$ cat config.mk
export PLATFORM = sky130hd
export DESIGN_NAME = tug3_sink
export DESIGN_NICKNAME = d
export VERILOG_FILES = /design/src/logic/tug3_sink_pkg.sv /design/src/logic/ptr_sink.sv /design/src/logic/mf_align.sv /design/src/logic/tug3_sink.sv
export SDC_FILE = /design/constraint.sdc
export NUM_CORES = 1
export LEC_CHECK = 0
export ABC_AREA = 1
export BUFFER_PORTS_ARGS = -buffer_cell sky130_fd_sc_hd__buf_2
export CAP_MARGIN = 20
export CORE_UTILIZATION = 50
export DETAILED_ROUTE_END_ITERATION = 6
export GPL_TIMING_DRIVEN = 0
export PLACE_DENSITY = 0.78
export SYNTH_ARGS = -nofsm -noshare
export SYNTH_HDL_FRONTEND = slang
export SYNTH_SLANG_ARGS = --single-unit
export TNS_END_PERCENT = 1
$ cat constraint.sdc
create_clock -name mclk -period 17.1 [get_ports mclk]
set_input_delay 0.855 -clock mclk [delete_from_list [all_inputs] [get_ports mclk]]
set_output_delay 0.855 -clock mclk [all_outputs]
set_load 0.02 [all_outputs]
$ cat src/logic/tug3_sink_pkg.sv
// Purpose: shared constants and carriers for the tug3 lower order sink
// Assumes: mclk at 250 MHz, link clock sampled as a plain input
// Notes: pointer interpreter reduced to ais/lop detection on the pointer word
package tug3_sink_pkg;
    localparam int CLK_MHZ = 250;
    localparam int TU3_AIS_US = 250;
    localparam int TU2_AIS_US = 1000;
    localparam int LOM_MS = 2;
    localparam int LOM_CYC = LOM_MS * 1000 * CLK_MHZ;
    localparam logic [2:0] EXP_LABEL = 3'b100;
    localparam logic [1:0] MF_BIT_LO = 2'd0;
    localparam int MF_RECOVER = 4;
    localparam int LABEL_HI = 5;
    localparam int LABEL_LO = 3;
    localparam int MFB_HI = 7;
    localparam int MFB_LO = 6;
    localparam int PI_NDF_CNT = 8;
    localparam int PI_AIS_CNT = 3;
    localparam logic [15:0] PTR_ALL_ONES = 16'hffff;
    localparam logic [7:0] DATA_ONES = 8'hff;
    localparam logic [1:0] K_A = 2'd0;
    localparam logic [1:0] K_B = 2'd1;
    localparam logic [1:0] K_C = 2'd2;
    localparam logic [2:0] L_MAX_AB = 3'd7;
    localparam logic [2:0] L_MAX_C = 3'd5;

    typedef struct packed {
        logic [7:0] data;
        logic fs;
        logic mfs;
    } stream_t;

    typedef struct packed {
        logic all_ones_insert_action;
        logic server_fail_out_action;
        logic alarm_signal_fault_cause;
        logic pointer_loss_fault_cause;
    } sink_stat_t;

    typedef enum logic [1:0] {PI_NORM, PI_AIS, PI_LOP} pi_state_t;

    function automatic logic [31:0] us_to_cyc(input int us);
        us_to_cyc = 32'(us * CLK_MHZ);
    endfunction : us_to_cyc
endpackage : tug3_sink_pkg

$ cat src/logic/ptr_sink.sv
// Purpose: one tu pointer-interpreting adaptation sink
// Assumes: slot_hit marks bytes of the selected timeslot, ptr_hi and ptr_lo the pointer pair
// Notes: all-ones insertion and release are applied on the next slot byte
`timescale 1ns/10ps
`default_nettype none
module ptr_sink
    import tug3_sink_pkg::*;
#(
    parameter int AIS_US = TU3_AIS_US
) (
    input wire logic mclk,
    input wire logic rst_b,
    input wire logic tick,
    input wire logic slot_hit,
    input wire logic ptr_hi,
    input wire logic ptr_lo,
    input wire stream_t stream_in,
    input wire logic trail_fail_in,
    input wire logic function_activate,
    input wire logic alarm_report_enable,
    output stream_t sink_data_out,
    output sink_stat_t stat
);
    localparam logic [31:0] AIS_CYC = us_to_cyc(AIS_US);
    pi_state_t pi_r;
    logic [7:0] hi_r;
    logic [3:0] ndf_cnt_r, ais_cnt_r;
    logic alarm_signal_defect, pointer_loss_defect;
    logic [15:0] ptr;
    logic act;
    logic fs_pend_r, mfs_pend_r, lo_pend_r;
    logic first_hit;
    logic [31:0] ones_wait_r;

    assign ptr = {hi_r, stream_in.data};
    ////////////////////////////////////////////////////////////////
    // frame marks: only the first slot bytes of a frame pair up as the pointer
    always_ff @(posedge mclk or negedge rst_b) begin
        if (!rst_b) begin
            fs_pend_r <= 1'b0;
            mfs_pend_r <= 1'b0;
            lo_pend_r <= 1'b0;
        end else if (tick) begin
            if (stream_in.fs) begin
                fs_pend_r <= 1'b1;
                mfs_pend_r <= stream_in.mfs;
                lo_pend_r <= 1'b1;
            end else if (slot_hit) begin
                fs_pend_r <= 1'b0;
                if (ptr_lo) begin
                    lo_pend_r <= 1'b0;
                end
            end
        end
    end
    assign first_hit = slot_hit & fs_pend_r;

    ////////////////////////////////////////////////////////////////
    // pointer interpreter
    always_ff @(posedge mclk or negedge rst_b) begin
        if (!rst_b) begin
            hi_r <= 8'h00;
        end else if (tick && first_hit && ptr_hi) begin
            hi_r <= stream_in.data;
        end
    end

    always_ff @(posedge mclk or negedge rst_b) begin
        if (!rst_b) begin
            pi_r <= PI_LOP;
            ndf_cnt_r <= '0;
            ais_cnt_r <= '0;
        end else if (tick && slot_hit && ptr_lo && lo_pend_r) begin
            if (ptr == PTR_ALL_ONES) begin
                ndf_cnt_r <= '0;
                ais_cnt_r <= ais_cnt_r + 4'd1;
                if (ais_cnt_r + 4'd1 >= 4'(PI_AIS_CNT)) begin
                    pi_r <= PI_AIS;
                end
            end else begin
                ais_cnt_r <= '0;
                if (ptr[15:12] == 4'b1001 || ptr[15:12] == 4'b0110) begin
                    ndf_cnt_r <= ndf_cnt_r + 4'd1;
                    if (ndf_cnt_r + 4'd1 >= 4'(PI_NDF_CNT)) begin
                        pi_r <= PI_LOP;
                    end
                end else begin
                    ndf_cnt_r <= '0;
                    pi_r <= PI_NORM;
                end
            end
        end
    end
    assign alarm_signal_defect = pi_r == PI_AIS;
    assign pointer_loss_defect = pi_r == PI_LOP;
    assign act = alarm_signal_defect | pointer_loss_defect | trail_fail_in;

    ////////////////////////////////////////////////////////////////
    // outputs
    always_ff @(posedge mclk or negedge rst_b) begin
        if (!rst_b) begin
            sink_data_out <= '{data: DATA_ONES, fs: 1'b0, mfs: 1'b0};
        end else if (tick) begin
            sink_data_out.fs <= first_hit;
            sink_data_out.mfs <= first_hit & mfs_pend_r;
            // one byte of latency is far inside either limit
            if (slot_hit) begin
                sink_data_out.data <= (act || !function_activate) ? DATA_ONES : stream_in.data;
            end
        end
    end

    always_ff @(posedge mclk or negedge rst_b) begin
        if (!rst_b) begin
            stat <= '0;
        end else begin
            stat.all_ones_insert_action <= act;
            stat.server_fail_out_action <= act;
            stat.alarm_signal_fault_cause <= function_activate & alarm_signal_defect & ~trail_fail_in
                & alarm_report_enable;
            stat.pointer_loss_fault_cause <= function_activate & pointer_loss_defect
                & ~trail_fail_in;
        end
    end

    a_ais_limit: assert property (@(posedge mclk) disable iff (!rst_b)
        act && tick && slot_hit |=> sink_data_out.data == DATA_ONES)
        else $error("all ones not inserted");
    a_lop_cause: assert property (@(posedge mclk) disable iff (!rst_b)
        stat.pointer_loss_fault_cause |-> $past(pointer_loss_defect) && !$past(trail_fail_in))
        else $error("lop cause without defect");
    a_ais_cause: assert property (@(posedge mclk) disable iff (!rst_b)
        stat.alarm_signal_fault_cause |-> $past(alarm_report_enable) && !$past(trail_fail_in))
        else $error("ais cause while masked");
    a_ssf_follow: assert property (@(posedge mclk) disable iff (!rst_b)
        trail_fail_in |=> stat.server_fail_out_action)
        else $error("ssf not raised");
    a_inactive_ones: assert property (@(posedge mclk) disable iff (!rst_b)
        !function_activate && tick && slot_hit |=> sink_data_out.data == DATA_ONES)
        else $error("inactive sink passes data");

    // limit far beyond a delay range, so a helper count; a stopped link clock would trip it
    always_ff @(posedge mclk or negedge rst_b) begin
        if (!rst_b) begin
            ones_wait_r <= '0;
        end else if (act && sink_data_out.data != DATA_ONES) begin
            ones_wait_r <= ones_wait_r + 32'd1;
        end else begin
            ones_wait_r <= '0;
        end
    end
    a_ais_time: assert property (@(posedge mclk) disable iff (!rst_b)
        ones_wait_r < AIS_CYC)
        else $error("all ones inserted late");
endmodule : ptr_sink
`default_nettype wire

$ cat src/logic/mf_align.sv
// Purpose: multiframe alignment and label check on the label byte
// Assumes: label_stb pulses once per frame with the byte on label_byte
// Notes: loss timer counts mclk cycles while out of multiframe
`timescale 1ns/10ps
`default_nettype none
module mf_align
    import tug3_sink_pkg::*;
#(
    parameter int LOSS_CYC = LOM_CYC
) (
    input wire logic mclk,
    input wire logic rst_b,
    input wire logic label_stb,
    input wire logic [7:0] multiframe_label_byte,
    output logic label_mismatch_defect,
    output logic multiframe_loss_defect,
    output logic in_multiframe_state
);
    logic [1:0] exp_r;
    logic [2:0] good_r;
    logic [31:0] oom_cnt_r;
    logic ok;

    assign ok = multiframe_label_byte[MFB_HI:MFB_LO] == exp_r;
    always_ff @(posedge mclk or negedge rst_b) begin
        if (!rst_b) begin
            exp_r <= MF_BIT_LO;
            good_r <= '0;
            in_multiframe_state <= 1'b0;
            label_mismatch_defect <= 1'b0;
        end else if (label_stb) begin
            label_mismatch_defect <= multiframe_label_byte[LABEL_HI:LABEL_LO] != EXP_LABEL;
            exp_r <= ok ? exp_r + 2'd1 : multiframe_label_byte[MFB_HI:MFB_LO] + 2'd1;
            if (!ok) begin
                good_r <= '0;
                in_multiframe_state <= 1'b0;
            end else if (good_r + 3'd1 >= 3'(MF_RECOVER)) begin
                in_multiframe_state <= 1'b1;
            end else begin
                good_r <= good_r + 3'd1;
            end
        end
    end

    always_ff @(posedge mclk or negedge rst_b) begin
        if (!rst_b) begin
            oom_cnt_r <= '0;
            multiframe_loss_defect <= 1'b0;
        end else if (in_multiframe_state) begin
            oom_cnt_r <= '0;
            multiframe_loss_defect <= 1'b0;
        end else if (oom_cnt_r >= 32'(LOSS_CYC)) begin
            multiframe_loss_defect <= 1'b1;
        end else begin
            oom_cnt_r <= oom_cnt_r + 32'd1;
        end
    end

    a_lom_clear: assert property (@(posedge mclk) disable iff (!rst_b)
        in_multiframe_state |=> !multiframe_loss_defect)
        else $error("lom held in multiframe");
endmodule : mf_align
`default_nettype wire

$ cat src/logic/tug3_sink.sv
// Purpose: tug3 compound sink: label/multiframe correlation, trail term, tu3 and tu2 sinks
// Assumes: link clock and inputs from the higher order adaptation are asynchronous
// Notes: byte column counter locates timeslots; one tu3 and one tu2 sink instance
//
// Contract
// - label mismatch cause needs mismatch defect and no incoming trail fail.
// - multiframe loss cause needs loss defect, no trail fail, no mismatch.
// - tu3 sink recovers vc3 phase and outputs data with frame start.
// - tu3 sink takes only the timeslot chosen by its first index; with first index c (K_C) it takes no slot.
// - inactive sink outputs all ones, no fault causes; insertion and server fail still follow alarm, pointer loss or trail fail.
// - each sink detects alarm and pointer loss defects via pointer interpreter.
// - tu3 insertion and server fail follow alarm, pointer loss or trail fail.
// - tu3 all ones applied and removed within 250 us.
// - tu3 alarm cause needs defect, no trail fail, reporting enabled.
// - tu3 pointer loss cause needs defect and no trail fail.
// - alarm reporting optional, enable defaults false after reset; the enables are plain inputs with no reset value in the sink.
// - tu2 sink recovers vc2 phase and outputs data with frame start.
// - tu2 slot chosen by two indices, second 1-7 or 1-5.
// - tu2 insertion and server fail follow alarm, pointer loss or trail fail.
// - tu2 all ones applied and removed within 1 ms.
// - tu2 alarm cause needs defect, no trail fail, reporting enabled.
// - tu2 pointer loss cause needs defect and no trail fail.
// - label bits 3 to 5 compared against fixed code 100.
// - multiframe regained after four error-free consecutive frames.
// - multiframe loss declared after fixed out-of-multiframe time.
`timescale 1ns/10ps
`default_nettype none
module tug3_sink
    import tug3_sink_pkg::*;
#(
    parameter logic [1:0] TU3_K = K_A,
    parameter logic [1:0] TU2_K = K_A,
    parameter logic [2:0] TU2_L = 3'd1,
    parameter int LOSS_CYC = LOM_CYC
) (
    input wire logic mclk,
    input wire logic rst_b,
    input wire logic link_ck,
    input wire logic [7:0] link_d,
    input wire logic link_fs,
    input wire logic incoming_trail_signal_fail,
    input wire logic adapt_activate,
    input wire logic tu3_activate,
    input wire logic tu2_activate,
    input wire logic tu3_report_enable,
    input wire logic tu2_report_enable,
    output logic label_mismatch_fault_cause,
    output logic multiframe_loss_fault_cause,
    output logic tu3_trail_fail_action,
    output logic tug2_trail_fail_action,
    output stream_t tu3_out,
    output sink_stat_t tu3_stat,
    output stream_t tu2_out,
    output sink_stat_t tu2_stat
);
    ////////////////////////////////////////////////////////////////
    // synchronisers; link_ck edges become the byte tick
    logic ck_s1_r, ck_s2_r;
    logic [7:0] d_s1_r, d_s2_r;
    logic fs_s1_r, fs_s2_r, tsf_s1_r, tsf_s2_r;
    logic ck_d_r;
    logic tick;

    always_ff @(posedge mclk or negedge rst_b) begin
        if (!rst_b) begin
            ck_s1_r <= 1'b0;
            ck_s2_r <= 1'b0;
            d_s1_r <= '0;
            d_s2_r <= '0;
            fs_s1_r <= 1'b0;
            fs_s2_r <= 1'b0;
            tsf_s1_r <= 1'b1;
            tsf_s2_r <= 1'b1;
            ck_d_r <= 1'b0;
        end else begin
            ck_s1_r <= link_ck;
            ck_s2_r <= ck_s1_r;
            ck_d_r <= ck_s2_r;
            d_s1_r <= link_d;
            d_s2_r <= d_s1_r;
            fs_s1_r <= link_fs;
            fs_s2_r <= fs_s1_r;
            tsf_s1_r <= incoming_trail_signal_fail;
            tsf_s2_r <= tsf_s1_r;
        end
    end
    // data sampled on the rising link edge, which sits mid-bit after two stages
    assign tick = ck_s2_r & ~ck_d_r;

    ////////////////////////////////////////////////////////////////
    // column counter: byte 0 label, then interleaved slots per tug3 index
    logic [7:0] col_r;
    logic [1:0] k_now;
    logic [2:0] l_now;
    logic [1:0] frm_r;
    logic label_stb;

    always_ff @(posedge mclk or negedge rst_b) begin
        if (!rst_b) begin
            col_r <= '0;
            frm_r <= '0;
        end else if (tick) begin
            if (fs_s2_r) begin
                col_r <= 8'd1;
                frm_r <= frm_r + 2'd1;
            end else begin
                col_r <= col_r + 8'd1;
            end
        end
    end
    assign label_stb = tick & fs_s2_r;
    assign k_now = 2'(col_r % 8'd3);
    assign l_now = 3'(((col_r / 8'd3) % 8'd7) + 8'd1);

    function automatic logic slot_ok(input logic [1:0] k, input logic [2:0] l);
        slot_ok = (k == K_C) ? (l <= L_MAX_C) : (l <= L_MAX_AB);
    endfunction : slot_ok

    logic tu3_hit, tu2_hit, ptr_hi, ptr_lo;
    // col_r still holds the last column on the label tick, so that tick is masked
    assign tu3_hit = !fs_s2_r && (col_r != 8'd0) && (k_now == TU3_K) && (TU3_K != K_C);
    assign tu2_hit = !fs_s2_r && (col_r != 8'd0) && (k_now == TU2_K) && (l_now == TU2_L)
        && slot_ok(TU2_K, TU2_L);
    assign ptr_hi = col_r < 8'd24;
    assign ptr_lo = col_r >= 8'd24 && col_r < 8'd48;

    ////////////////////////////////////////////////////////////////
    // label and multiframe
    logic label_mismatch_defect, multiframe_loss_defect, in_mf;
    logic [7:0] label_byte;
    assign label_byte = d_s2_r;

    mf_align #(.LOSS_CYC(LOSS_CYC)) u_mf (
        .mclk(mclk),
        .rst_b(rst_b),
        .label_stb(label_stb),
        .multiframe_label_byte(label_byte),
        .label_mismatch_defect(label_mismatch_defect),
        .multiframe_loss_defect(multiframe_loss_defect),
        .in_multiframe_state(in_mf)
    );

    logic tu3_server_fail_in, tug2_server_fail_in;
    assign tu3_server_fail_in = ~adapt_activate | label_mismatch_defect;
    assign tug2_server_fail_in = ~adapt_activate | label_mismatch_defect | multiframe_loss_defect;

    always_ff @(posedge mclk or negedge rst_b) begin
        if (!rst_b) begin
            label_mismatch_fault_cause <= 1'b0;
            multiframe_loss_fault_cause <= 1'b0;
            tu3_trail_fail_action <= 1'b1;
            tug2_trail_fail_action <= 1'b1;
        end else begin
            label_mismatch_fault_cause <= adapt_activate & label_mismatch_defect & ~tsf_s2_r;
            multiframe_loss_fault_cause <= adapt_activate & multiframe_loss_defect & ~tsf_s2_r
                & ~label_mismatch_defect;
            tu3_trail_fail_action <= tu3_server_fail_in;
            tug2_trail_fail_action <= tug2_server_fail_in;
        end
    end

    ////////////////////////////////////////////////////////////////
    // lower order sinks; enables are inputs so reset default false is the driver's job
    stream_t in_s;
    assign in_s = '{data: d_s2_r, fs: fs_s2_r, mfs: fs_s2_r & in_mf & (frm_r == 2'b00)};

    ptr_sink #(.AIS_US(TU3_AIS_US)) u_tu3 (
        .mclk(mclk),
        .rst_b(rst_b),
        .tick(tick),
        .slot_hit(tu3_hit),
        .ptr_hi(ptr_hi),
        .ptr_lo(ptr_lo),
        .stream_in(in_s),
        .trail_fail_in(tu3_trail_fail_action),
        .function_activate(tu3_activate),
        .alarm_report_enable(tu3_report_enable),
        .sink_data_out(tu3_out),
        .stat(tu3_stat)
    );

    ptr_sink #(.AIS_US(TU2_AIS_US)) u_tu2 (
        .mclk(mclk),
        .rst_b(rst_b),
        .tick(tick),
        .slot_hit(tu2_hit),
        .ptr_hi(ptr_hi),
        .ptr_lo(ptr_lo),
        .stream_in(in_s),
        .trail_fail_in(tug2_trail_fail_action),
        .function_activate(tu2_activate),
        .alarm_report_enable(tu2_report_enable),
        .sink_data_out(tu2_out),
        .stat(tu2_stat)
    );

    a_plm_cause: assert property (@(posedge mclk) disable iff (!rst_b)
        label_mismatch_fault_cause |-> $past(label_mismatch_defect) && !$past(tsf_s2_r))
        else $error("plm cause without defect");
    a_lom_cause: assert property (@(posedge mclk) disable iff (!rst_b)
        multiframe_loss_fault_cause |-> !$past(label_mismatch_defect))
        else $error("lom cause during mismatch");
    a_trail_copy: assert property (@(posedge mclk) disable iff (!rst_b)
        label_mismatch_defect |=> tu3_trail_fail_action && tug2_trail_fail_action)
        else $error("trail fail not copied");
endmodule : tug3_sink
`default_nettype wire

=== Word-level counts from Yosys, hierarchy flattened ===
Cells that the tools add are included.
W data, S select, Z words.

* Word-level logic and storage cells: 198
* Output and inout bits: 32
* Register bits after elaboration: 144

* Order comparisons: 9
* Multiplexer cells: 35
* $add $sub $neg: 11
* Reductions and logical operators: 39
* Div/mod/pow operators: 3
* Equality and inequality tests: 20
* Bitwise operators: 35

{| class="wikitable"
|+ Operators with widths
! operator !! count
|-
| $mux W32 || 2
|-
| $add A32 B1 Y32 const B || 1
|-
| $eq A16 B16 Y1 const B || 2
|-
| $ge A32 B19 Y1 const B || 1
|-
| $mux W4 || 6
|-
| $mux W8 || 3
|-
| $and A1 B1 Y1 || 23
|-
| $mux W2 || 9
|-
| $add A4 B1 Y4 const B || 4
|-
| $logic_and A1 B1 Y1 || 14
|-
| $reduce_and A2 Y1 || 7
|-
| $mux W1 || 13
|-
| $reduce_and A3 Y1 || 4
|-
| $add A8 B1 Y8 const B || 1
|-
| $div A8 B2 Y8 const B || 1
|-
| $eq A4 B3 Y1 const B || 2
|-
| $eq A4 B4 Y1 const B || 2
|-
| $ge A4 B2 Y1 const B || 2
|-
| $ge A4 B4 Y1 const B || 2
|-
| $ge A8 B5 Y1 const B || 1
|-
| $lt A8 B5 Y1 const B || 1
|-
| $lt A8 B6 Y1 const B || 1
|-
| $mod A8 B2 Y8 const B || 1
|-
| $mod A8 B3 Y8 const B || 1
|-
| 19 further kinds || 48
|}

=== Depth between registers and ports, before layout ===
Gate-level depths: netlist of the first run.

* Depth after elaboration: 9
* Depth in mapped cells: 46

=== Cells and area by module ===
From an unflattened synthesis of the first run, not the netlist that was laid out.

* Cell total of the unflattened synthesis: 944
* Area total of the unflattened synthesis: 7793.7 um2

{| class="wikitable"
|+ By module, submodules not included
! module !! instances !! cells each !! area each (um2) !! sequential area each (um2)
|-
| ptr_sink || 2 || 178 || 1585.3 || 862.1
|-
| tug3_sink || 1 || 301 || 2431.1 || 930.9
|-
| mf_align || 1 || 287 || 2192.1 || 1001.0
|}

=== Worst setup path before layout of the first run ===
Ideal clock, no wire load.

* Path type: register -> register
* From: register col_r[6]
* To: register u_tu2.hi_r[6]
* Stages on the path, launching flop included: 44
* Slack: 11.421 ns
* Buffers on the path: 1
* Library setup time: 0.117 ns
* Data required time: 16.983 ns
* Data arrival time: 5.562 ns
* Cells stage by stage: dfrtp_1 > nand3b_1 > nand2_1 > nand2_2 > nand2_1 > nand2_2 > nand2_2 > nand2_4 > nand2_4 > nand2_2 > and2_1 > ha_1 > a21oi_2 > nand2_4 > xor2_1 > inv_1 > ha_1 > a21oi_1 > [... 8 more ...] > nand2_1 > nand2_1 > ha_1 > nand3_1 > nand2_1 > nor2_4 > nand2_4 > nand2_1 > nand2_1 > ha_1 > or2_2 > nand2_2 > nand3_2 > nor2_4 > nand3_4 > buf_6 > nand2_1 > o21ai_2

* Cells in the longest elaborated chain, start to end: 8
* Elaborated cells on any way between the ends: 14
* Classes of those cells: 1 x add/sub; 3 x div; 1 x order compare; 1 x eq/ne; 1 x bitwise; 7 x reduce/logical

{| class="wikitable"
|+ RTL lines
! element !! RTL line !! RTL
|-
| start, declared || tug3_sink.sv:92 || <nowiki>logic [7:0] col_r;</nowiki>
|-
| start signal, assigned || tug3_sink.sv:107 || <nowiki>col_r <= col_r + 8'd1;</nowiki>
|-
| $div A8 B2 Y8 || tug3_sink.sv:113 || <nowiki>assign l_now = 3'(((col_r / 8'd3) % 8'd7) + 8'd1);</nowiki>
|-
| $mod A8 B3 Y8 || tug3_sink.sv:113 ||
|-
| $add A3 B1 Y3 || tug3_sink.sv:113 ||
|-
| $eq A3 B1 Y1 || tug3_sink.sv:122 || <nowiki>assign tu2_hit = !fs_s2_r && (col_r != 8'd0) && (k_now == TU2_K) && (l_now == TU2_L)</nowiki>
|-
| $logic_and A1 B1 Y1 || tug3_sink.sv:122 ||
|-
| $and A1 B1 Y1 || ptr_sink.sv:56 || <nowiki>assign first_hit = slot_hit & fs_pend_r;</nowiki>
|-
| $logic_and A1 B1 Y1 || ptr_sink.sv:63 || <nowiki>end else if (tick && first_hit && ptr_hi) begin</nowiki>
|-
| $logic_and A1 B1 Y1 (*) || ptr_sink.sv:63 ||
|-
| end signal, assigned || ptr_sink.sv:64 || <nowiki>hi_r <= stream_in.data;</nowiki>
|-
| end, declared || ptr_sink.sv:26 || <nowiki>logic [7:0] hi_r;</nowiki>
|}

Mark *: on every way between the ends. The rest lies on a longest branch, timed or not.
A chain may end at the register's enable or synchronous reset.

=== Final worst setup path of the first run ===
* From: register col_r[5]
* To: register u_tu2.pi_r[0]

* Cells in the longest elaborated chain, start to end: 9
* Elaborated cells on any way between the ends: 17
* Classes of those cells: 1 x add/sub; 3 x div; 2 x order compare; 1 x eq/ne; 10 x reduce/logical

{| class="wikitable"
|+ RTL lines
! element !! RTL line !! RTL
|-
| $div A8 B2 Y8 || tug3_sink.sv:113 ||
|-
| $mod A8 B3 Y8 || tug3_sink.sv:113 ||
|-
| $add A3 B1 Y3 || tug3_sink.sv:113 ||
|-
| $eq A3 B1 Y1 || tug3_sink.sv:122 ||
|-
| $logic_and A1 B1 Y1 || tug3_sink.sv:122 ||
|-
| $logic_and A1 B1 Y1 || ptr_sink.sv:73 || <nowiki>end else if (tick && slot_hit && ptr_lo && lo_pend_r) begin</nowiki>
|-
| $logic_and A1 B1 Y1 (*) (2 in a row) || ptr_sink.sv:73 ||
|-
| $reduce_and A3 Y1 (no line) (*) || -- ||
|-
| end signal, assigned || ptr_sink.sv:70 || <nowiki>pi_r <= PI_LOP;</nowiki>
|-
| end signal, assigned || ptr_sink.sv:78 || <nowiki>pi_r <= PI_AIS;</nowiki>
|-
| end signal, assigned || ptr_sink.sv:85 || <nowiki>pi_r <= PI_LOP;</nowiki>
|-
| end, declared || ptr_sink.sv:25 || <nowiki>pi_state_t pi_r;</nowiki>
|}

Marked as above.

==> results of run 1 <==
[power by group through the flow]
stage                     sequential, mW  clock [mW]  combinational, mW
final                              0.433       0.361              0.172
after global routing               0.438       0.383              0.197
after CTS                          0.432       0.366              0.173
after detailed placement           0.438           0              0.169
after global placement             0.437           0              0.162
after floorplan                    0.445           0              0.106
[cell type report]
cell class / count / area, µm²
Fill cell: 1194 / 5680
Clock inverter: 15 / 149
Clock buffer: 17 / 425
Timing Repair Buffer: 50 / 279
Tap cell: 180 / 225
Buffer: 15 / 78.8
Sequential cell: 144 / 3630
Multi-Input combinational cell: 554 / 3060
Inverter: 124 / 465
[per-stage QoR]
| stage | hold slack, ns | utilization (%) | setup WS (ns) | instance area (µm²) |
|---|---|---|---|---|
| 6_report | 0.348 | 59.4 | 10.73 | 8310 |
| 4_1_cts | 0.349 | 59.4 | 10.72 | 8310 |
| 2_1_floorplan | 0.331 | - | 11.42 | 7230 |
| 3_5_place_dp | 0.336 | 55.3 | 10.74 | 7740 |
| 5_1_grt | 0.359 | 59.4 | 9.97 | 8310 |
| 3_3_place_gp | 0.331 | 55.1 | 10.84 | 7700 |
[worst register-to-register path: cells and delay by family (launching register included)]
kind / cells / cell delay (ns)
buffers and inverters: 3 / 0.35
AO/OA/AOI/OAI: 2 / 0.37
flip-flops: 1 / 0.48
adder cells (fa/ha/maj): 5 / 1.20
AND/OR/NAND/NOR: 32 / 3.67
XOR/XNOR: 1 / 0.19
[metal layers]
| metal | part of all wire (%) | global-route usage [%] | up-vias |
|---|---|---|---|
| met2 | 49 | 35.4 | 111 |
| met3 | 3.9 | 4.97 | 18 |
| li1 | - | - | 2874 |
| met1 | 46 | 28.1 | 2716 |
| met4 | 1.3 | 6.48 | 0 |
| met5 | 0 | 0 | - |
[worst paths after layout]
check,from,to,slack [ns],cells past startpoint
max in group asynchronous,rst_b,tsf_s2_r$_DFF_PN1_,15.91,2
worst min register to register,d_s1_r[4]$_DFF_PN0_,d_s2_r[4]$_DFF_PN0_,0.35,0
worst max register to register,col_r[5]$_DFFE_PN0P_,u_tu2.pi_r[0]$_DFFE_PN0P_,10.73,43
worst max-delay path,col_r[5]$_DFFE_PN0P_,u_tu2.pi_r[0]$_DFFE_PN0P_,10.73,43
worst min-delay path,d_s1_r[4]$_DFF_PN0_,d_s2_r[4]$_DFF_PN0_,0.35,0
min in group asynchronous,rst_b,u_tu2.ais_cnt_r[1]$_DFFE_PN0P_,0.37,1
[layout by cell type, fill, tap and decap left out, types with 5 or more instances in the layout]
| cell type | instances |
|---|---|
| nand2_1 | 172 |
| nand4_1 | 21 |
| nand3_2 | 10 |
| a21oi_1 | 34 |
| xor2_1 | 11 |
| o21ai_1 | 7 |
| clkbuf_16 | 17 |
| inv_2 | 5 |
| dfstp_2 | 22 |
| inv_1 | 118 |
| nor2_1 | 76 |
| nand2_2 | 12 |
| ha_1 | 26 |
| dfrtp_1 | 122 |
| clkbuf_1 | 10 |
| nor4_1 | 8 |
| nor3_1 | 15 |
| o21ai_0 | 53 |
| o21ai_2 | 9 |
| nand3_1 | 54 |
| buf_2 | 48 |
[flip-flops by register name, indices dropped and copies added (netlist names), 4 cells and up]
name / flops
d_s2_r: 8
u_tu3.ais_cnt_r: 4
u_tu2.ndf_cnt_r: 4
u_tu3.sink_data_out: 10
u_tu2.hi_r: 8
u_tu2.ais_cnt_r: 4
u_tu3.ndf_cnt_r: 4
u_tu2.sink_data_out: 10
d_s1_r: 8
u_mf.oom_cnt_r: 32
col_r: 8
u_tu3.hi_r: 8
[logic make-up (layout without fill, tap and decap cells)]
kind of cell / Yosys count / after routing / synth area share [%]
adders and majority gates: 26 / 26 / 4.50
and+or+nand+nor: 391 / 391 / 25.9
DFF: 144 / 144 / 50.2
buffers and inverters: 139 / 221 / 7.53
xor gates and xnor gates: 15 / 15 / 1.92
AOI/OAI and AO/OA: 122 / 122 / 9.97
==> impl_metrics.env, run 1 <==
export IMPL_rsz0062_at_grt="false"
export IMPL_power_leakage_nw=4.17
export IMPL_pwr_share_comb_pct=17.8
export IMPL_grt_ovfl_total=0
export IMPL_synth_ff_type="dfrtp_1"
export IMPL_ys_seq_elements=144
export IMPL_seqPwrFrac_pct=44.8
export IMPL_synth_edf_count=0
export IMPL_routed_wl_mm=14.6
export IMPL_cts_buffer_depth=2
export IMPL_mappedNetlistArea_um2=7230
export IMPL_drtAntennaViolNets=0
export IMPL_pin_count=50
export IMPL_ys_warn_count=0
export IMPL_viasPerCell=5.20
export IMPL_yosysMostFrequentCell="nand2_1"
export IMPL_die_x_um=122
export IMPL_grt_usage_pct=21.5
export IMPL_numCtsBuffers=17
export IMPL_grt_pass1_vias=5599
export IMPL_status="completed"
export IMPL_finalPower_mw=0.967
export IMPL_synth_top_cells_by_area="dfrtp_1, nand2_1, dfstp_2"
export IMPL_maxSlewViolCount=0
export IMPL_path_max_fanout=10
export IMPL_antenna_found_initial=0
export IMPL_drtPass1Iterations=5
export IMPL_switchingPower_mw=0.305
export IMPL_slowest_delay_ns=0.48
export IMPL_nets=950
export IMPL_synth_top_area_cell="dfrtp_1"
export IMPL_htreeDepth=4
export IMPL_num_antenna_cells=0
export IMPL_cts_root_buf="clkbuf_16"
export IMPL_peakVddDrop_mv=0.102
export IMPL_required_ns=17.41
export IMPL_p_per_area_nw_per_um2=116
export IMPL_start_util_pct=51.7
export IMPL_post_route_min_period_ns=6.37
export IMPL_core_area_um2=14000
export IMPL_cpMostUsedCell="nand2_1"
export IMPL_async_reset_ff_share_pct=100
export IMPL_crit_arrival_ns=6.68
export IMPL_power_switching_share_pct=31.5
export IMPL_ctsResizeCount=0
export IMPL_crit_path_end_kind="flip-flop"
export IMPL_grt_max_degree=98
export IMPL_finalSetupViolations=0
export IMPL_dp_hpwl_mm=10.2
export IMPL_dpl_cell_count=1067
export IMPL_drive_gt1_share_pct=17.8
export IMPL_via_count=5719
export IMPL_worstMarginPinSlew_ns=0.573
export IMPL_die_area_um2=14900
export IMPL_pwr_share_clk_pct=37.4
export IMPL_synth_top_area_share_pct=42.2
export IMPL_die_h_um=122
export IMPL_synth_nets=881
export IMPL_critPathKind="flip-flop to flip-flop"
export IMPL_yosysSeqAreaShare_pct=50.2
export IMPL_final_cells=1099
export IMPL_p_int_mw=0.662
export IMPL_hp_class="flip-flop to flip-flop"
export IMPL_syn_avg_cell_area_um2=8.64
export IMPL_fin_crit_sh_pct=37.3
export IMPL_drt_initial_drc_count=418
export IMPL_num_rows=43
export IMPL_synthCells=837
export IMPL_crit_buf_inv=3
export IMPL_hold_buffers=0
export IMPL_netlist_top_cells_count="nand2_1, dfrtp_1, inv_1"
export IMPL_maxCapViolations=0
export IMPL_tritoncts="done"
export IMPL_clock_sinks=144
export IMPL_slowest_stage="dfrtp_1"
export IMPL_grt_pass1_wl_mm=25.3
export IMPL_area_growth_pct=14.9
export IMPL_cp_start_kind="flip-flop"
export IMPL_insertion_delay_ns=0.42
export IMPL_cts_setup_buffers=0
export IMPL_relSlewSlack_pct=61.4
export IMPL_finalSetupTns_ns=0
export IMPL_hold_viol=0
export IMPL_fmax_mhz=157
export IMPL_skew_ns=0.0117
export IMPL_synth_distinct_cells=49
export IMPL_post_route_drc_count=0
export IMPL_io_buffers=49
export IMPL_globalplace_congestion=0.847
export IMPL_clk_pin_slew_worst_paths_ns=0.06
export IMPL_avgRoutedWirePerCell_um=13.3
export IMPL_cpLargestDelayFamily="simple AND/OR/NAND/NOR gates"
Note: power is estimated with default switching activity, not from simulation.
==> run 2, diff against run 1 <==
--- a/config.mk
+++ b/config.mk
@@ -11,7 +11,7 @@
 export CORE_UTILIZATION = 50
 export DETAILED_ROUTE_END_ITERATION = 6
 export GPL_TIMING_DRIVEN = 0
-export PLACE_DENSITY = 0.78
+export PLACE_DENSITY = 0.81
 export SYNTH_ARGS = -nofsm -noshare
 export SYNTH_HDL_FRONTEND = slang
 export SYNTH_SLANG_ARGS = --single-unit
==> constraint.sdc (replaced) <==
create_clock -name mclk -period 5.6 [get_ports mclk]
set_input_delay 0.28 -clock mclk [delete_from_list [all_inputs] [get_ports mclk]]
set_output_delay 0.28 -clock mclk [all_outputs]
set_load 0.02 [all_outputs]
==> impl_metrics.env, run 2 (same netlist as run 1, synthesis figures left out) <==
export IMPL_status="completed"
export IMPL_cts_buffer_depth=2
export IMPL_path_max_fanout=6
export IMPL_maxCapViolations=0
export IMPL_tritoncts="done"
export IMPL_nets=990
export IMPL_globalplace_congestion=0.851
export IMPL_skew_ns=0.00876
export IMPL_hp_class="primary input to flip-flop"
export IMPL_slowest_delay_ns=0.44
export IMPL_clk_pin_slew_worst_paths_ns=0.06
export IMPL_core_area_um2=14000
export IMPL_crit_arrival_ns=5.77
export IMPL_grt_ovfl_total=0
export IMPL_insertion_delay_ns=0.42
export IMPL_antenna_found_initial=0
export IMPL_largest_reg_flops=32
export IMPL_p_per_area_nw_per_um2=346
export IMPL_cts_root_buf="clkbuf_16"
export IMPL_fin_util_pct=64.7
export IMPL_htreeDepth=4
export IMPL_hold_viol=0
export IMPL_crit_buf_inv=3
export IMPL_routed_wl_mm=16.6
export IMPL_crit_path_end_kind="flip-flop"
export IMPL_mostFrequentLayoutCell="nand2_1"
export IMPL_cpMostUsedCell="nand2_4"
export IMPL_dp_hpwl_mm=10.2
export IMPL_grt_usage_pct=22.8
export IMPL_clock_sinks=144
export IMPL_pwr_share_clk_pct=38.0
export IMPL_pwr_share_comb_pct=19.6
export IMPL_whs_ns=0.0613
export IMPL_drt_initial_drc_count=444
export IMPL_avgRoutedWirePerCell_um=14.5
export IMPL_area_growth_pct=25.1
export IMPL_drive_gt1_share_pct=24.4
export IMPL_regMostFlops="u_mf.oom_cnt_r"
export IMPL_cp_start_kind="flip-flop"
export IMPL_die_x_um=122
export IMPL_numCtsBuffers=17
export IMPL_dpl_cell_count=1067
export IMPL_rsz0062_at_grt="true"
export IMPL_worstMarginPinSlew_ns=0.675
export IMPL_wl_met1_mm=6.97
export IMPL_relSlewSlack_pct=55.0
export IMPL_required_ns=5.90
export IMPL_critPathKind="flip-flop to flip-flop"
export IMPL_io_buffers=49
export IMPL_die_area_um2=14900
export IMPL_final_cells=1139
export IMPL_drtPass1Iterations=5
export IMPL_die_h_um=122
export IMPL_grt_pass1_vias=5928
export IMPL_met2_length_mm=8.36
export IMPL_mostFrequentLayoutCells="nand2_1, dfrtp_1, inv_1"
export IMPL_largest_registers="u_mf.oom_cnt_r: 32 flops, u_tu2.sink_data_out: 10 flops, u_tu3.sink_data_out: 10 flops"
export IMPL_routed_top_layer="met4"
export IMPL_finalSetupViolations=0
export IMPL_power_switching_share_pct=30.7
export IMPL_num_antenna_cells=0
export IMPL_slowest_stage="dfrtp_2"
export IMPL_dr_wl_met3_um=784
export IMPL_p_int_mw=2.17
export IMPL_start_util_pct=51.7
export IMPL_switchingPower_mw=0.962
export IMPL_fin_crit_sh_pct=97.6
export IMPL_post_route_min_period_ns=5.47
export IMPL_grt_pass1_wl_mm=26.9
export IMPL_num_rows=43
export IMPL_peakVddDrop_mv=0.251
export IMPL_maxSlewViolCount=0
export IMPL_via_count=6137
export IMPL_drtAntennaViolNets=0
export IMPL_cpLargestDelayFamily="simple AND/OR/NAND/NOR gates"
export IMPL_viasPerCell=5.39
export IMPL_fmax_mhz=183
export IMPL_grt_max_degree=75
export IMPL_power_leakage_nw=4.50
export IMPL_seqPwrFrac_pct=42.4
export IMPL_pin_count=50
export IMPL_post_route_drc_count=0
[run 2: path summary, 6_finish.rpt]
path	slack, ns	cells after the start	to	startpoint
setup / recovery	0.13	41	u_tu2.hi_r[7]$_DFFE_PN0P_	col_r[6]$_DFFE_PN0P_
hold / removal	0.06	2	tug2_trail_fail_action$_DFF_PN1_	adapt_activate
min in group asynchronous	0.44	2	u_tu2.ais_cnt_r[1]$_DFFE_PN0P_	rst_b
max in group asynchronous	4.34	3	u_tu3.sink_data_out[7]$_DFFE_PN1P_	rst_b
setup reg to reg	0.13	41	u_tu2.hi_r[7]$_DFFE_PN0P_	col_r[6]$_DFFE_PN0P_
hold reg to reg	0.35	0	fs_s2_r$_DFF_PN0_	fs_s1_r$_DFF_PN0_
[run 2: timing repair]
action | 4_1_cts | 5_1_grt
gates cloned | 1 | 0
endpoints found under the setup margin | 30 | 30
pin swaps | 17 | 24
hold endpoints to repair | 78 | 0
setup buffers | 15 | 12
hold buffers | 12 | 0
resized for setup | 29 | 42
[run 2: metrics by stage]
stage               worst slack, ns  setup TNS, ns  total power, mW  instance area (µm²)
floorplan                   0.00838              0             1.69                 7240
global placement             -0.528         -12.88             1.83                 7710
detailed placement           -0.704         -18.15             1.85                 7740
CTS                         0.00422              0             3.08                 8780
global route                 -0.212          -4.34             3.28                 9040
finish                        0.134              0             3.13                 9040
[run 2: routing by layer]
layer | global-route usage (%) | up-vias
met4 | 9.15 | 0
li1 | - | 2951
met2 | 38.0 | 176
met5 | 0 | -
met1 | 29.0 | 2970
met3 | 4.65 | 40
[run 2: power by group through the flow]
stage	combinational [mW]	clock [mW]	sequential [mW]
2_1_floorplan	0.325	0	1.36
3_3_place_gp	0.498	0	1.33
3_5_place_dp	0.520	0	1.33
4_1_cts	0.567	1.20	1.32
5_1_grt	0.688	1.25	1.35
6_report	0.615	1.19	1.33
[run 2: worst register-to-register path: cells and delay by family (launching register included)]
kind	cells	cell delay, ns
adder cells (fa/ha/maj)	4	0.74
buffers and inverters	3	0.40
AO/OA/AOI/OAI	4	0.50
XOR/XNOR	1	0.14
flip-flops	1	0.44
AND/OR/NAND/NOR	29	3.14
[run 2: cell type report]
| type | count | area [µm²] |
|---|---|---|
| Fill cell | 1027 | 4940 |
| Sequential cell | 144 | 3630 |
| Multi-Input combinational cell | 554 | 3350 |
| Timing Repair Buffer | 90 | 649 |
| Inverter | 124 | 465 |
| Clock buffer | 19 | 453 |
| Tap cell | 180 | 225 |
| Clock inverter | 13 | 175 |
| Buffer | 15 | 90.1 |
